[src/eies_top_end_marker_unused.sv]
`timescale 1ns/100ps
// ----------------------------------------------------------------
// Intentionally empty
// ----------------------------------------------------------------

[src/eies_pkg.sv]
// ----------------------------------------------------------------
// Shared constants of the interrupt enable and status block
// ----------------------------------------------------------------
package eies_pkg;

	// ----------------------------------------------------------------
	// Host port offsets
	// ----------------------------------------------------------------
	localparam logic [7:0] ADDR_CLEAR_G0 = 8'h63;
	localparam logic [7:0] ADDR_ENABLE_G0 = 8'h64;
	localparam logic [7:0] ADDR_PEEK_G0 = 8'h76;
	localparam logic [7:0] ADDR_ENABLE_G1 = 8'h7d;
	localparam logic [7:0] ADDR_PEEK_G1 = 8'h7e;
	localparam logic [7:0] ADDR_CLEAR_G1 = 8'h7f;

	// ----------------------------------------------------------------
	// Reset values and masks
	// ----------------------------------------------------------------
	localparam logic [7:0] ENABLE_RST = 8'h00;
	localparam logic [7:0] FLAGS_RST = 8'h00;
	localparam logic [7:0] RDATA_RST = 8'h00;
	localparam logic [7:0] UNMAPPED_DATA = 8'h00;
	// Bits 5, 4, 3, 2 and 0 exist in the second group
	localparam logic [7:0] G1_MASK = 8'h3d;

	// ----------------------------------------------------------------
	// Field positions, first group
	// ----------------------------------------------------------------
	localparam int POS_PACKET_END_READ = 7;
	localparam int POS_RX_BUFFER_EMPTY = 6;
	localparam int POS_SELF_INIT_DONE = 5;
	localparam int POS_OSC_INIT_DONE = 4;
	localparam int POS_FLASH_OP_DONE = 3;
	localparam int POS_PACKET_SENT = 2;
	localparam int POS_RX_BUFFER_FULL = 1;
	localparam int POS_PACKET_RECEIVED = 0;

	// ----------------------------------------------------------------
	// Field positions, second group
	// ----------------------------------------------------------------
	localparam int POS_NETWORK_WAKE = 5;
	localparam int POS_LINK_CHANGE = 4;
	localparam int POS_JABBER = 3;
	localparam int POS_NEGOTIATION_FAILED = 2;
	localparam int POS_NEGOTIATION_DONE = 0;

	// ----------------------------------------------------------------
	// State types
	// ----------------------------------------------------------------
	typedef struct packed {
		logic [7:0] irq_enable_group0;
		logic [7:0] irq_enable_group1;
		logic [7:0] rdata;
		logic irq;
	} eies_top_state_type;

	typedef struct packed {
		logic [7:0] flags;
	} eies_bank_state_type;

	localparam eies_top_state_type TOP_RST = '{
		irq_enable_group0: ENABLE_RST,
		irq_enable_group1: ENABLE_RST,
		rdata: RDATA_RST,
		irq: 1'b0
	};

	localparam eies_bank_state_type BANK_RST = '{flags: FLAGS_RST};

endpackage

[src/eies_flag_if.sv]
`timescale 1ns/100ps
// ----------------------------------------------------------------
// Carrier between the top and one sticky flag bank
// ----------------------------------------------------------------
interface eies_flag_if;
	logic [7:0] set;
	logic [7:0] clr;
	logic [7:0] flags;

	modport owner (output set, output clr, input flags);
	modport bank (input set, input clr, output flags);
endinterface

[src/eies_top.sv]
`timescale 1ns/100ps
module eies_top (
	input wire logic sys_clk_i,
	input wire logic sys_rst_i,
	input wire logic host_rd_i,
	input wire logic host_wr_i,
	input wire logic [7:0] host_addr_i,
	input wire logic [7:0] host_wdata_i,
	input wire logic [7:0] g0_event_i,
	input wire logic network_wake_i,
	input wire logic link_change_i,
	input wire logic jabber_i,
	input wire logic negotiation_failed_i,
	input wire logic negotiation_done_i,
	output logic [7:0] host_rdata_o,
	output logic irq_o
);

	// ----------------------------------------------------------------
	// Address match helper
	// ----------------------------------------------------------------
	function automatic logic eies_hit(input logic strobe, input logic [7:0] addr,
		input logic [7:0] target);
		eies_hit = strobe && (addr == target);
	endfunction

	// ----------------------------------------------------------------
	// State and flag banks
	// ----------------------------------------------------------------
	eies_pkg::eies_top_state_type st;
	eies_pkg::eies_top_state_type next_st;

	eies_flag_if fl0 ();
	eies_flag_if fl1 ();

	logic rd_clear_g0;
	logic rd_clear_g1;
	logic [7:0] g1_events;
	logic [7:0] pending;

	// First group, one flag per event source
	eies_flag_bank u_bank_g0 (
		.sys_clk_i(sys_clk_i),
		.sys_rst_i(sys_rst_i),
		.fb(fl0.bank)
	);

	// Second group, only five flags can ever set
	eies_flag_bank u_bank_g1 (
		.sys_clk_i(sys_clk_i),
		.sys_rst_i(sys_rst_i),
		.fb(fl1.bank)
	);

	// ----------------------------------------------------------------
	// Event routing
	// ----------------------------------------------------------------
	// Unused positions stay low so they always read zero
	always_comb
	begin
		g1_events = 8'h00;
		g1_events[eies_pkg::POS_NETWORK_WAKE] = network_wake_i;
		g1_events[eies_pkg::POS_LINK_CHANGE] = link_change_i;
		g1_events[eies_pkg::POS_JABBER] = jabber_i;
		g1_events[eies_pkg::POS_NEGOTIATION_FAILED] = negotiation_failed_i;
		g1_events[eies_pkg::POS_NEGOTIATION_DONE] = negotiation_done_i;
	end

	// Clear strobes come only from reads of the clearing addresses
	assign rd_clear_g0 = eies_hit(host_rd_i, host_addr_i, eies_pkg::ADDR_CLEAR_G0);
	assign rd_clear_g1 = eies_hit(host_rd_i, host_addr_i, eies_pkg::ADDR_CLEAR_G1);

	assign fl0.set = g0_event_i;
	assign fl0.clr = {8{rd_clear_g0}};
	assign fl1.set = g1_events & eies_pkg::G1_MASK;
	assign fl1.clr = {8{rd_clear_g1}};

	// Enabled flags still waiting for service
	assign pending = (fl0.flags & st.irq_enable_group0) | (fl1.flags & st.irq_enable_group1);

	// ----------------------------------------------------------------
	// Next state
	// ----------------------------------------------------------------
	always_comb
	begin
		next_st = st;
		// Enable writes; status addresses ignore writes
		if (eies_hit(host_wr_i, host_addr_i, eies_pkg::ADDR_ENABLE_G0))
			next_st.irq_enable_group0 = host_wdata_i;
		if (eies_hit(host_wr_i, host_addr_i, eies_pkg::ADDR_ENABLE_G1))
			next_st.irq_enable_group1 = host_wdata_i & eies_pkg::G1_MASK;
		// Read data is captured before any clear takes effect
		if (host_rd_i)
		begin
			case (host_addr_i)
				eies_pkg::ADDR_ENABLE_G0: next_st.rdata = st.irq_enable_group0;
				eies_pkg::ADDR_ENABLE_G1: next_st.rdata = st.irq_enable_group1;
				eies_pkg::ADDR_PEEK_G0: next_st.rdata = fl0.flags;
				eies_pkg::ADDR_CLEAR_G0: next_st.rdata = fl0.flags;
				eies_pkg::ADDR_PEEK_G1: next_st.rdata = fl1.flags;
				eies_pkg::ADDR_CLEAR_G1: next_st.rdata = fl1.flags;
				default: next_st.rdata = eies_pkg::UNMAPPED_DATA;
			endcase
		end
		// Each enable bit gates its own flag; request is a level
		next_st.irq = |pending;
	end

	// State register
	always_ff @(posedge sys_clk_i)
	begin
		if (sys_rst_i)
			st <= eies_pkg::TOP_RST;
		else
			st <= next_st;
	end

	assign host_rdata_o = st.rdata;
	assign irq_o = st.irq;
endmodule

[src/eies_flag_bank.sv]
`timescale 1ns/100ps
// ----------------------------------------------------------------
// Eight sticky event flags, set wins over clear
// ----------------------------------------------------------------
module eies_flag_bank (
	input wire logic sys_clk_i,
	input wire logic sys_rst_i,
	eies_flag_if.bank fb
);

	eies_pkg::eies_bank_state_type st;
	eies_pkg::eies_bank_state_type next_st;

	// An event in the clearing cycle survives, so no event is lost
	always_comb
	begin
		next_st = st;
		next_st.flags = (st.flags & ~fb.clr) | fb.set;
	end

	// State register
	always_ff @(posedge sys_clk_i)
	begin
		if (sys_rst_i)
			st <= eies_pkg::BANK_RST;
		else
			st <= next_st;
	end

	assign fb.flags = st.flags;
endmodule

[config.mk]
export PLATFORM = sky130hd
export DESIGN_NAME = eies_top
export DESIGN_NICKNAME = d
export VERILOG_FILES = /design/src/eies_top_end_marker_unused.sv /design/src/eies_pkg.sv /design/src/eies_flag_if.sv /design/src/eies_top.sv /design/src/eies_flag_bank.sv
export SDC_FILE = /design/constraint.sdc
export NUM_CORES = 1
export LEC_CHECK = 0
export ABC_AREA = 1
export BUFFER_PORTS_ARGS = -buffer_cell sky130_fd_sc_hd__clkbuf_2
export CAP_MARGIN = 10
export CELL_PAD_IN_SITES_DETAIL_PLACEMENT = 1
export CELL_PAD_IN_SITES_GLOBAL_PLACEMENT = 2
export CORE_MARGIN = 3
export CORE_UTILIZATION = 29
export DETAILED_ROUTE_END_ITERATION = 12
export PLACE_DENSITY = 0.84
export SLEW_MARGIN = 20
export SYNTH_ARGS = -nofsm -noshare
export SYNTH_HDL_FRONTEND = slang
export SYNTH_SLANG_ARGS = --single-unit
[constraint.sdc]
create_clock -name sys_clk_i -period 1.4 [get_ports sys_clk_i]
set_input_delay 0.28 -clock sys_clk_i [delete_from_list [all_inputs] [get_ports sys_clk_i]]
set_output_delay 0.28 -clock sys_clk_i [all_outputs]
set_load 0.05 [all_outputs]
==> results of run 1 <==
-- how the worst min path moves through the flow --
stage,slack [ns],cells after the start,to
5_1_grt,0.20,3,u_bank_g1.fb.flags[3]$_SDFF_PP0_
4_1_cts,0.19,3,u_bank_g0.fb.flags[1]$_SDFF_PP0_
3_3_place_gp,0.44,2,u_bank_g1.fb.flags[1]$_SDFF_PP0_
6_report,0.20,3,u_bank_g1.fb.flags[0]$_SDFF_PP0_
2_1_floorplan,0.40,2,u_bank_g0.fb.flags[0]$_SDFF_PP0_
3_5_place_dp,0.46,2,u_bank_g1.fb.flags[1]$_SDFF_PP0_
-- per-stage QoR --
step,instance area [sq um],std cells,hold WS [ns]
3_5_place_dp,2010,350,0.455
6_report,2110,358,0.198
2_1_floorplan,1770,247,0.397
3_3_place_gp,2010,350,0.445
5_1_grt,2110,358,0.203
4_1_cts,2110,358,0.191
-- synth_stat cells --
master and instances:
sky130_fd_sc_hd__a21oi_1 28, sky130_fd_sc_hd__inv_1 21, sky130_fd_sc_hd__inv_2 3, sky130_fd_sc_hd__nand2_1 62
sky130_fd_sc_hd__buf_2 2, sky130_fd_sc_hd__buf_4 8, sky130_fd_sc_hd__nand3_1 18, sky130_fd_sc_hd__nor3_1 1
sky130_fd_sc_hd__a211oi_1 1, sky130_fd_sc_hd__nand2_2 4, sky130_fd_sc_hd__buf_6 2, sky130_fd_sc_hd__a221oi_1 1
sky130_fd_sc_hd__nor2_4 3, sky130_fd_sc_hd__a21oi_2 7, sky130_fd_sc_hd__nor2_1 25, sky130_fd_sc_hd__clkbuf_1 3
sky130_fd_sc_hd__dfxtp_1 38, sky130_fd_sc_hd__nor2_2 2, sky130_fd_sc_hd__o21ai_1 3, sky130_fd_sc_hd__o21ai_0 10
sky130_fd_sc_hd__nand4_1 2, sky130_fd_sc_hd__nand3_2 3
-- power groups by stage --
stage	logic [W]	registers, W	clock network, W
final	0.000164	0.00113	0.000779
after global routing	0.000188	0.00114	0.000857
after CTS	0.000168	0.00113	0.000799
after detailed placement	0.000167	0.00116	0
after global placement	0.000162	0.00116	0
after floorplan	0.0000864	0.00115	0
-- layout make-up --
| class | instances | area [sq um] |
|---|---|---|
| Tap cell | 72 | 90.1 |
| Multi-Input combinational cell | 170 | 818 |
| Inverter | 24 | 90.1 |
| Sequential cell | 38 | 761 |
| Clock inverter | 1 | 5.00 |
| Clock buffer | 7 | 86.3 |
| Timing Repair Buffer | 46 | 255 |
| Fill cell | 731 | 3600 |
-- logic make-up after synthesis --
kind of cell           count (synthesis)  synth area share, %
AO/OA/AOI/OAI                         50                 15.9
flip-flops                            38                 42.9
buffers and inverters                 39                 10.9
AND/OR/NAND/NOR                      120                 30.2
-- state kept, by name (all words and copies together) (netlist names) --
register            count
u_bank_g1.fb.flags      8
st                     13
irq_o                   1
host_rdata_o            8
u_bank_g0.fb.flags      8
-- routing by layer --
layer	vias up	routed length, um	track usage [%]
li1	865	-	-
met1	765	2190	18.2
met2	39	2370	24.9
met3	5	231	3.43
met4	0	56	3.95
met5	-	0	0
==> impl.org, run 1 <==
** Status
- Outcome :: complete, no violations

** GRT
- The first global-routing pass estimated about 8300 um of wire.
- Across every metal layer, demand over resource in global routing totals between 10% and 20%.
- Total grt overflow :: 0
- The number of antenna violations at the first check in global routing is 0.
- Largest net degree at the start of global routing :: 27
- Vias in the first global route :: roughly 1700

** Yosys
- Average footprint of a synthesized cell :: between 7 and 8 sq um
- The synthesized design spends more area on one cell type than any other, namely sky130_fd_sc_hd__dfxtp_1.
- The cell count after synthesis came out at 247.
- Counting every net in the synthesized netlist gives 280.
- By area the synthesized netlist is led by sky130_fd_sc_hd__dfxtp_1 (43%), sky130_fd_sc_hd__nand2_1 (13%), sky130_fd_sc_hd__a21oi_1 (7.9%).
- Summed over its instances, the top area cell type makes up between 40% and 50% of the synthesized netlist area.
- FF+latch count, synth :: 38
- During synthesis, Yosys emitted a total of 0 warnings.
- Counting distinct cell types in the post-synthesis netlist gives 22.
- Sequential cells were found to cover 42.9% of the synthesized design area.
- Post-synth design cell area :: roughly 0.0018 sq mm

** Setup path
- Of all nets on the critical path, the largest fanout is 2.
- The worst register-to-register path begins at u_bank_g1.fb.flags[3]$_SDFF_PP0_.
- Total number of cells along the worst setup path :: 1
- Cell type of the slowest stage on the worst timing path :: sky130_fd_sc_hd__dfxtp_1
- Tracing the worst setup path back leads to its startpoint at host_rdata_o[0]$_SDFFE_PP0P_.
- Required @ worst endpoint :: between 1 and 1.5 ns
- Class of the most critical setup path :: reg2out
- R2R Setup Slk :: 0.39 ns
- STA classifies the critical path startpoint as a register.
- Highest cell delay on the worst timing path :: about 0.34 ns
- Crit path capture :: host_rdata_o[0]
- Data on the critical path arrives at its endpoint at ~0.91 ns.
- The number of buffers and inverters on the critical path is 1.
- The endpoint identified for the worst register-to-register timing path is irq_o$_SDFF_PP0_.
- Capturing element type of the critical path :: output pin
- Worst-path cell chain :: clkbuf_2
- Register-to-Register Path Depth :: 4
- Gate family responsible for the most delay along the worst path :: flip-flops

** Drt
- DRT iter0 DRCs :: 54
- Drt drc :: 0
- Count of nets left with antenna violations after detail routing :: 0
- DR vias/cell :: around 4.7
- Average detailed-routed wire length per instance :: approximately 14 um
- The final layout contains routed wiring with a total length of around 4800 um.
- Detailed Routing Iterations Pass 1 :: 4
- The routed layout has about 1700 vias.

** Clock network
- TritonCTS built the clock tree.
- Number of buffers inserted by post-CTS setup repair :: 0
- Clock-pin slew was measured on the worst setup and hold paths at ~0.08 ns.
- Clock sink count :: 38
- The number of gates resized after CTS was 0.
- CTS Buf Count :: 5
- In this run, post-CTS hold repair placed 0 buffers.
- Clock tree root buffer cell :: sky130_fd_sc_hd__clkbuf_8
- Clk_lat worst skew :: around 0.29 ns
- Maximum number of buffers from clock root to sink :: 2
- Maximum level of the CTS H-tree :: 2

** Timing
- In the post-route analysis, the smallest setup slack over all paths is 0.208 ns.
- The final hold violation count is 0.
- Derived from the worst setup path, the maximum achievable clock frequency is between 800 and 900 MHz.
- Actual slew at the worst max-slew pin :: 0.361 ns
- Between clock sinks in the finished design, the worst skew comes to 0.00764 ns.
- Share of the clock period used by the worst path after layout :: approximately 85%
- Setup repair after global routing missed its margin :: false
- Count of final setup violators :: 0
- Final Critical Period :: approximately 1.2 ns
- Worst-case headroom to the max-slew limit :: approximately 76%
- Setup total negative slack on the finished layout was measured at 0 ns.
- Final Slew Violations :: 0

** Layout
- For this run, the post-layout net count is between 300 and 400.
- Most common cell after layout, fill and taps aside :: sky130_fd_sc_hd__nand2_1
- Leaving out fill and tap cells, the most frequent cells in the layout are sky130_fd_sc_hd__nand2_1 (62), sky130_fd_sc_hd__clkbuf_2 (41), sky130_fd_sc_hd__dfxtp_1 (38).
- Measured on the finished design, the core utilization comes to 36.9%.
- Cells with a size suffix above 1 make up about a quarter of the layout.
- The number of antenna diodes in the final layout is 0.
- From synthesis to final layout, the design area changed by 18.8%.

** Power and ir drop
- Clk network pwr share :: a little under two fifths
- Seq pwr share :: between 50% and 60%
- Sum of internal, switching and leakage power :: between 0.002 and 0.0025 W
- The worst-case IR drop observed on VDD is between 500 and 600 uV.
- In this run switching power makes up 24.2% of total power.
- The internal power of the cells totals about 0.0016 W.
- Switching power summed over all nets :: 0.000502 W
- Comb pwr share :: 7.9%
- For this design the ratio of total power to cell area is 985 mW/mm^2.
- In this run the static leakage power is 0.905 nW.

** Placement
- Detailed placement finished with a half-perimeter wire length of between 3000 and 4000 um.
- Before CTS, the worst setup slack after placement is -0.0468 ns.
- Port buffering added between 40 and 50 buffers.
- Placer's final routability congestion estimate :: 0.757

** Floorplan
- Die Y-Extent :: between 80 and 90 um
- Area of the placeable core :: 0.00571 sq mm
- Starting Density :: about 31%
- Cell row count :: 27
- Count of boundary I/O pins :: 42
- Die area :: ~0.0071 sq mm
- The die is 84.2 um wide.

** Flow run
- Max_cap viols :: 0

** Min path
- The path class of the tightest hold or removal check is in2reg.
- Hold path startpoint :: negotiation_done_i
Note: power is estimated with default switching activity, not from simulation.
==> inputs of run 2 (changes only) <==
--- a/config.mk
+++ b/config.mk
@@ -14,6 +14,7 @@
 export CORE_UTILIZATION = 29
 export DETAILED_ROUTE_END_ITERATION = 12
 export PLACE_DENSITY = 0.84
+export REMOVE_ABC_BUFFERS = 1
 export SLEW_MARGIN = 20
 export SYNTH_ARGS = -nofsm -noshare
 export SYNTH_HDL_FRONTEND = slang
==> run 2 against run 1 <==
  * Via count rose by 3.2%
  * Maximum frequency is 1.5% higher
  * Critical path type unchanged
  * Count of clock-buffer cells in the layout did not move
  * Routed wire length decreased by 2.7%
  * Largest cell class unchanged
  * Design area increased by 0.83%
  * Combinational power about the same
  * Clock skew fell by 0.0026 ns
  * Sequential share of layout area fell by 0.30 points
  * Highest routed layer unchanged
  * Sequential cell count unchanged
  * Critical endpoint is now host_rdata_o[6]
  * Critical path depth stayed put
==> impl.org, run 2 (synthesized netlist as in run 1, its figures left out) <==
** Setup path
- The logic depth of the worst setup path including buffers is 1 (unchanged).
- R2R Setup Slk :: 0.41 ns (+0.02 ns)
- The worst setup path is of the reg2out kind.
- The worst endpoint data arrival time was 0.89 ns (-0.02 ns).
- Startpoint kind of the worst setup timing path :: register
- The kind of cell with the highest combined delay along the critical path is flip-flops.
- Register-to-Register Path Depth :: 4 (unchanged)
- Reg-to-Reg End :: irq_o$_SDFF_PP0_
- The signal on the critical path passes through clkbuf_2.
- Required @ worst endpoint :: 1.12 ns (about the same)
- For this design, the slowest cell found on the critical path is sky130_fd_sc_hd__dfxtp_1.
- Highest cell delay on the worst timing path :: 0.34 ns (about the same)
- Crit Reg-Reg Startpoint :: u_bank_g0.fb.flags[0]$_SDFF_PP0_
- Max FO, Critical Path :: 2 (unchanged)
- Crit path buffers/inverters :: 1 (unchanged)
- The worst setup path is captured at an output pin.

** Drt
- The DRC violations left is 0 (unchanged).
- Detailed Routing Iterations Pass 1 :: 4 (unchanged)
- The average via count per standard cell came to 4.76 (+1.7%).
- Post-detailed-routing wire length :: 4710 um (-2.7%)
- The wire length per cell was 13.0 um (-4.0%).
- Count of nets left with antenna violations after detail routing :: 0 (unchanged)
- Total number of vias :: 1727 (+3.2%)
- DRT iter0 DRCs :: 58 (+7.4%)

** GRT
- The all-layer global routing usage was 14.0% (-0.49 points).
- The global-route congestion overflow total was 0 (unchanged).
- Number of antenna violations at the first check in global routing :: 0 (unchanged)
- Wire length of the first global-routing pass :: 8030 um (-2.8%)
- The number of global-route vias before repair is 1783 (+3.1%).
- Largest net degree at the start of global routing :: 27 (unchanged)

** Layout
- Final antenna diode count :: 0 (unchanged)
- The end-of-flow core utilization is 37.2% (+0.31 points).
- Proportion of layout cells with a drive suffix above 1 :: 27.1% (+0.92 points)
- The library cells used most frequently in the layout, excluding fill and tap cells, are sky130_fd_sc_hd__nand2_1 (62), sky130_fd_sc_hd__clkbuf_2 (41), sky130_fd_sc_hd__dfxtp_1 (38).
- The number of nets at the end of the flow was 324 (+1.9%).
- The area growth from synthesis to layout is 19.8%.
- Final Cell Area :: 0.00212 sq mm (+0.83%)
- The fill cell instance count of the final layout came to 769 (+5.2%).
- Leaving out fill and tap cells, the most frequent cell in the layout is sky130_fd_sc_hd__nand2_1.
- Total area of multi-input combinational cells :: 818 sq um (unchanged)
- The flip-flop count of the largest register, all copies and words added was 13 (unchanged).
- Sequential standard cell area :: 761 sq um (unchanged)
- Post-route insts no fill :: 363 (+1.4%)
- Counting flops per register, the top entry is st.

** Clock network
- The clock-pin slew of the registers on the worst-case setup and hold paths is 0.07 ns (about the same).
- The clock network latency to the later pin of the worst-skew pair is 0.28 ns (about the same).
- The number of hold buffers added after CTS came to 0 (unchanged).
- Clock tree root buffer cell :: sky130_fd_sc_hd__clkbuf_8
- TritonCTS clock tree :: done
- The number of resized instances in the post-cts repair step came to 0 (unchanged).
- The number of buffers on the longest clock path was 2 (unchanged).
- Clock sink count :: 38 (unchanged)
- Number of buffers inserted by post-CTS setup repair :: 0 (unchanged)
- Maximum level of the CTS H-tree :: 2 (unchanged)
- The number of clock buffers inserted by TritonCTS is 5 (unchanged).

** Flow run
- The max-cap check violation count came to 0 (unchanged).

** Timing
- Hold slack final :: 0.200 ns (+0.00190 ns)
- Share of the clock period used by the worst path after layout :: 83.9% (-1.2 points)
- The final hold violation count is 0 (unchanged).
- The total count of max-transition violations in the final report came to 0 (unchanged).
- The post-route minimum period is 1.17 ns (-0.0172 ns).
- Peak clock frequency supported by timing :: 851 MHz (+1.5%)
- Setup repair after global routing missed its margin :: false
- The headroom to the max-slew limit was 76.3% (+0.43 points).
- The final setup violation count came to 0 (unchanged).
- Worst Skew :: 0.00501 ns (-0.00263 ns)
- Actual slew at the worst max-slew pin :: 0.355 ns (-0.00643 ns)

** Power and ir drop
- Peak supply drop :: 449 uV (-15%)
- The total power divided by cell area was 942 mW/mm^2 (-4.4%).
- The post-route total power was 0.00200 W (-3.6%).
- The static leakage power was 0.922 nW (+1.8%).

** Min path
- Class of the most critical hold timing path :: in2reg
- Hold worst-path end :: u_bank_g1.fb.flags[2]$_SDFF_PP0_
- The worst hold path begins at negotiation_failed_i.
- The worst hold path cell count is 3 (unchanged).

** Floorplan
- Die area :: 0.00709 sq mm (unchanged)
- The initial standard-cell utilization of the core came to 31.1% (unchanged).
- Count of boundary I/O pins :: 42 (unchanged)
- The core outline area came to 0.00571 sq mm (unchanged).
- The y dimension of the die was 84.2 um (unchanged).
- Horizontal die dimension :: 84.2 um (unchanged)
- The row count was 27 (unchanged).

** Placement
- Placer's final routability congestion estimate :: 0.765 (+1.1%)
- Post-placement cell count :: 356 (+1.7%)
- The placement-stage cell area came to 0.00205 sq mm (+1.6%).
- The count of input and output buffers is 41 (unchanged).
- The post-detailed-placement half-perimeter wirelength is 3760 um (-1.3%).

** Status
- The flow ran to the end, and the final reports show no timing, DRC or antenna violations.
## run 2: cell types whose count changed in the layout (fill, tap and decap cells not counted), sizes merged
cell and change:
clkinv -1, buf +6
## run 2: worst max-delay path by stage
stage | slack [ns] | endpoint | from
finish | 0.23 | host_rdata_o[6] | host_rdata_o[6]$_SDFFE_PP0P_
global route | 0.12 | host_rdata_o[6]$_SDFFE_PP0P_ | host_addr_i[3]
CTS | 0.20 | host_rdata_o[2] | host_rdata_o[2]$_SDFFE_PP0P_
detailed placement | -0.01 | host_rdata_o[1]$_SDFFE_PP0P_ | host_addr_i[7]
global placement | -0.01 | host_rdata_o[1]$_SDFFE_PP0P_ | host_addr_i[3]
floorplan | 0.22 | host_rdata_o[0]$_SDFFE_PP0P_ | host_addr_i[5]
## run 2: layout make-up
class	instances	share of cell area (%)
repair buffers	52	13.6
flip-flops and latches	38	35.8
well taps	72	4.24
multi-input cells	170	38.5
clock buffers	7	3.59
inverters	24	4.24
## run 2: per-stage QoR
stage	setup TNS, ns	setup slack [ns]
5_1_grt	0	0.116
3_3_place_gp	-0.00954	-0.00954
6_report	0	0.226
3_5_place_dp	-0.0140	-0.0140
4_1_cts	0	0.203
2_1_floorplan	0	0.215
## run 2: report_power, final
group	switching (W)	internal, W
clock	0.000360	0.000343
sequential	0.0000231	0.00111
combinational	0.0000965	0.0000696
## run 2: worst register-to-register path, cell delays in order, from the launching register on
cell,delay (ns)
sky130_fd_sc_hd__dfxtp_1,0.34
sky130_fd_sc_hd__nand2_1,0.07
sky130_fd_sc_hd__o21ai_0,0.11
sky130_fd_sc_hd__a211oi_1,0.23
sky130_fd_sc_hd__a21oi_1,0.11
## run 2: per-layer routing
metal	GRT usage, %	vias to the layer above	part of all wire [%]
met4	3.22	0	0.51
met1	16.8	820	45
met5	0	-	0
met2	25.1	34	50
met3	3.63	4	4.5
li1	-	869	-
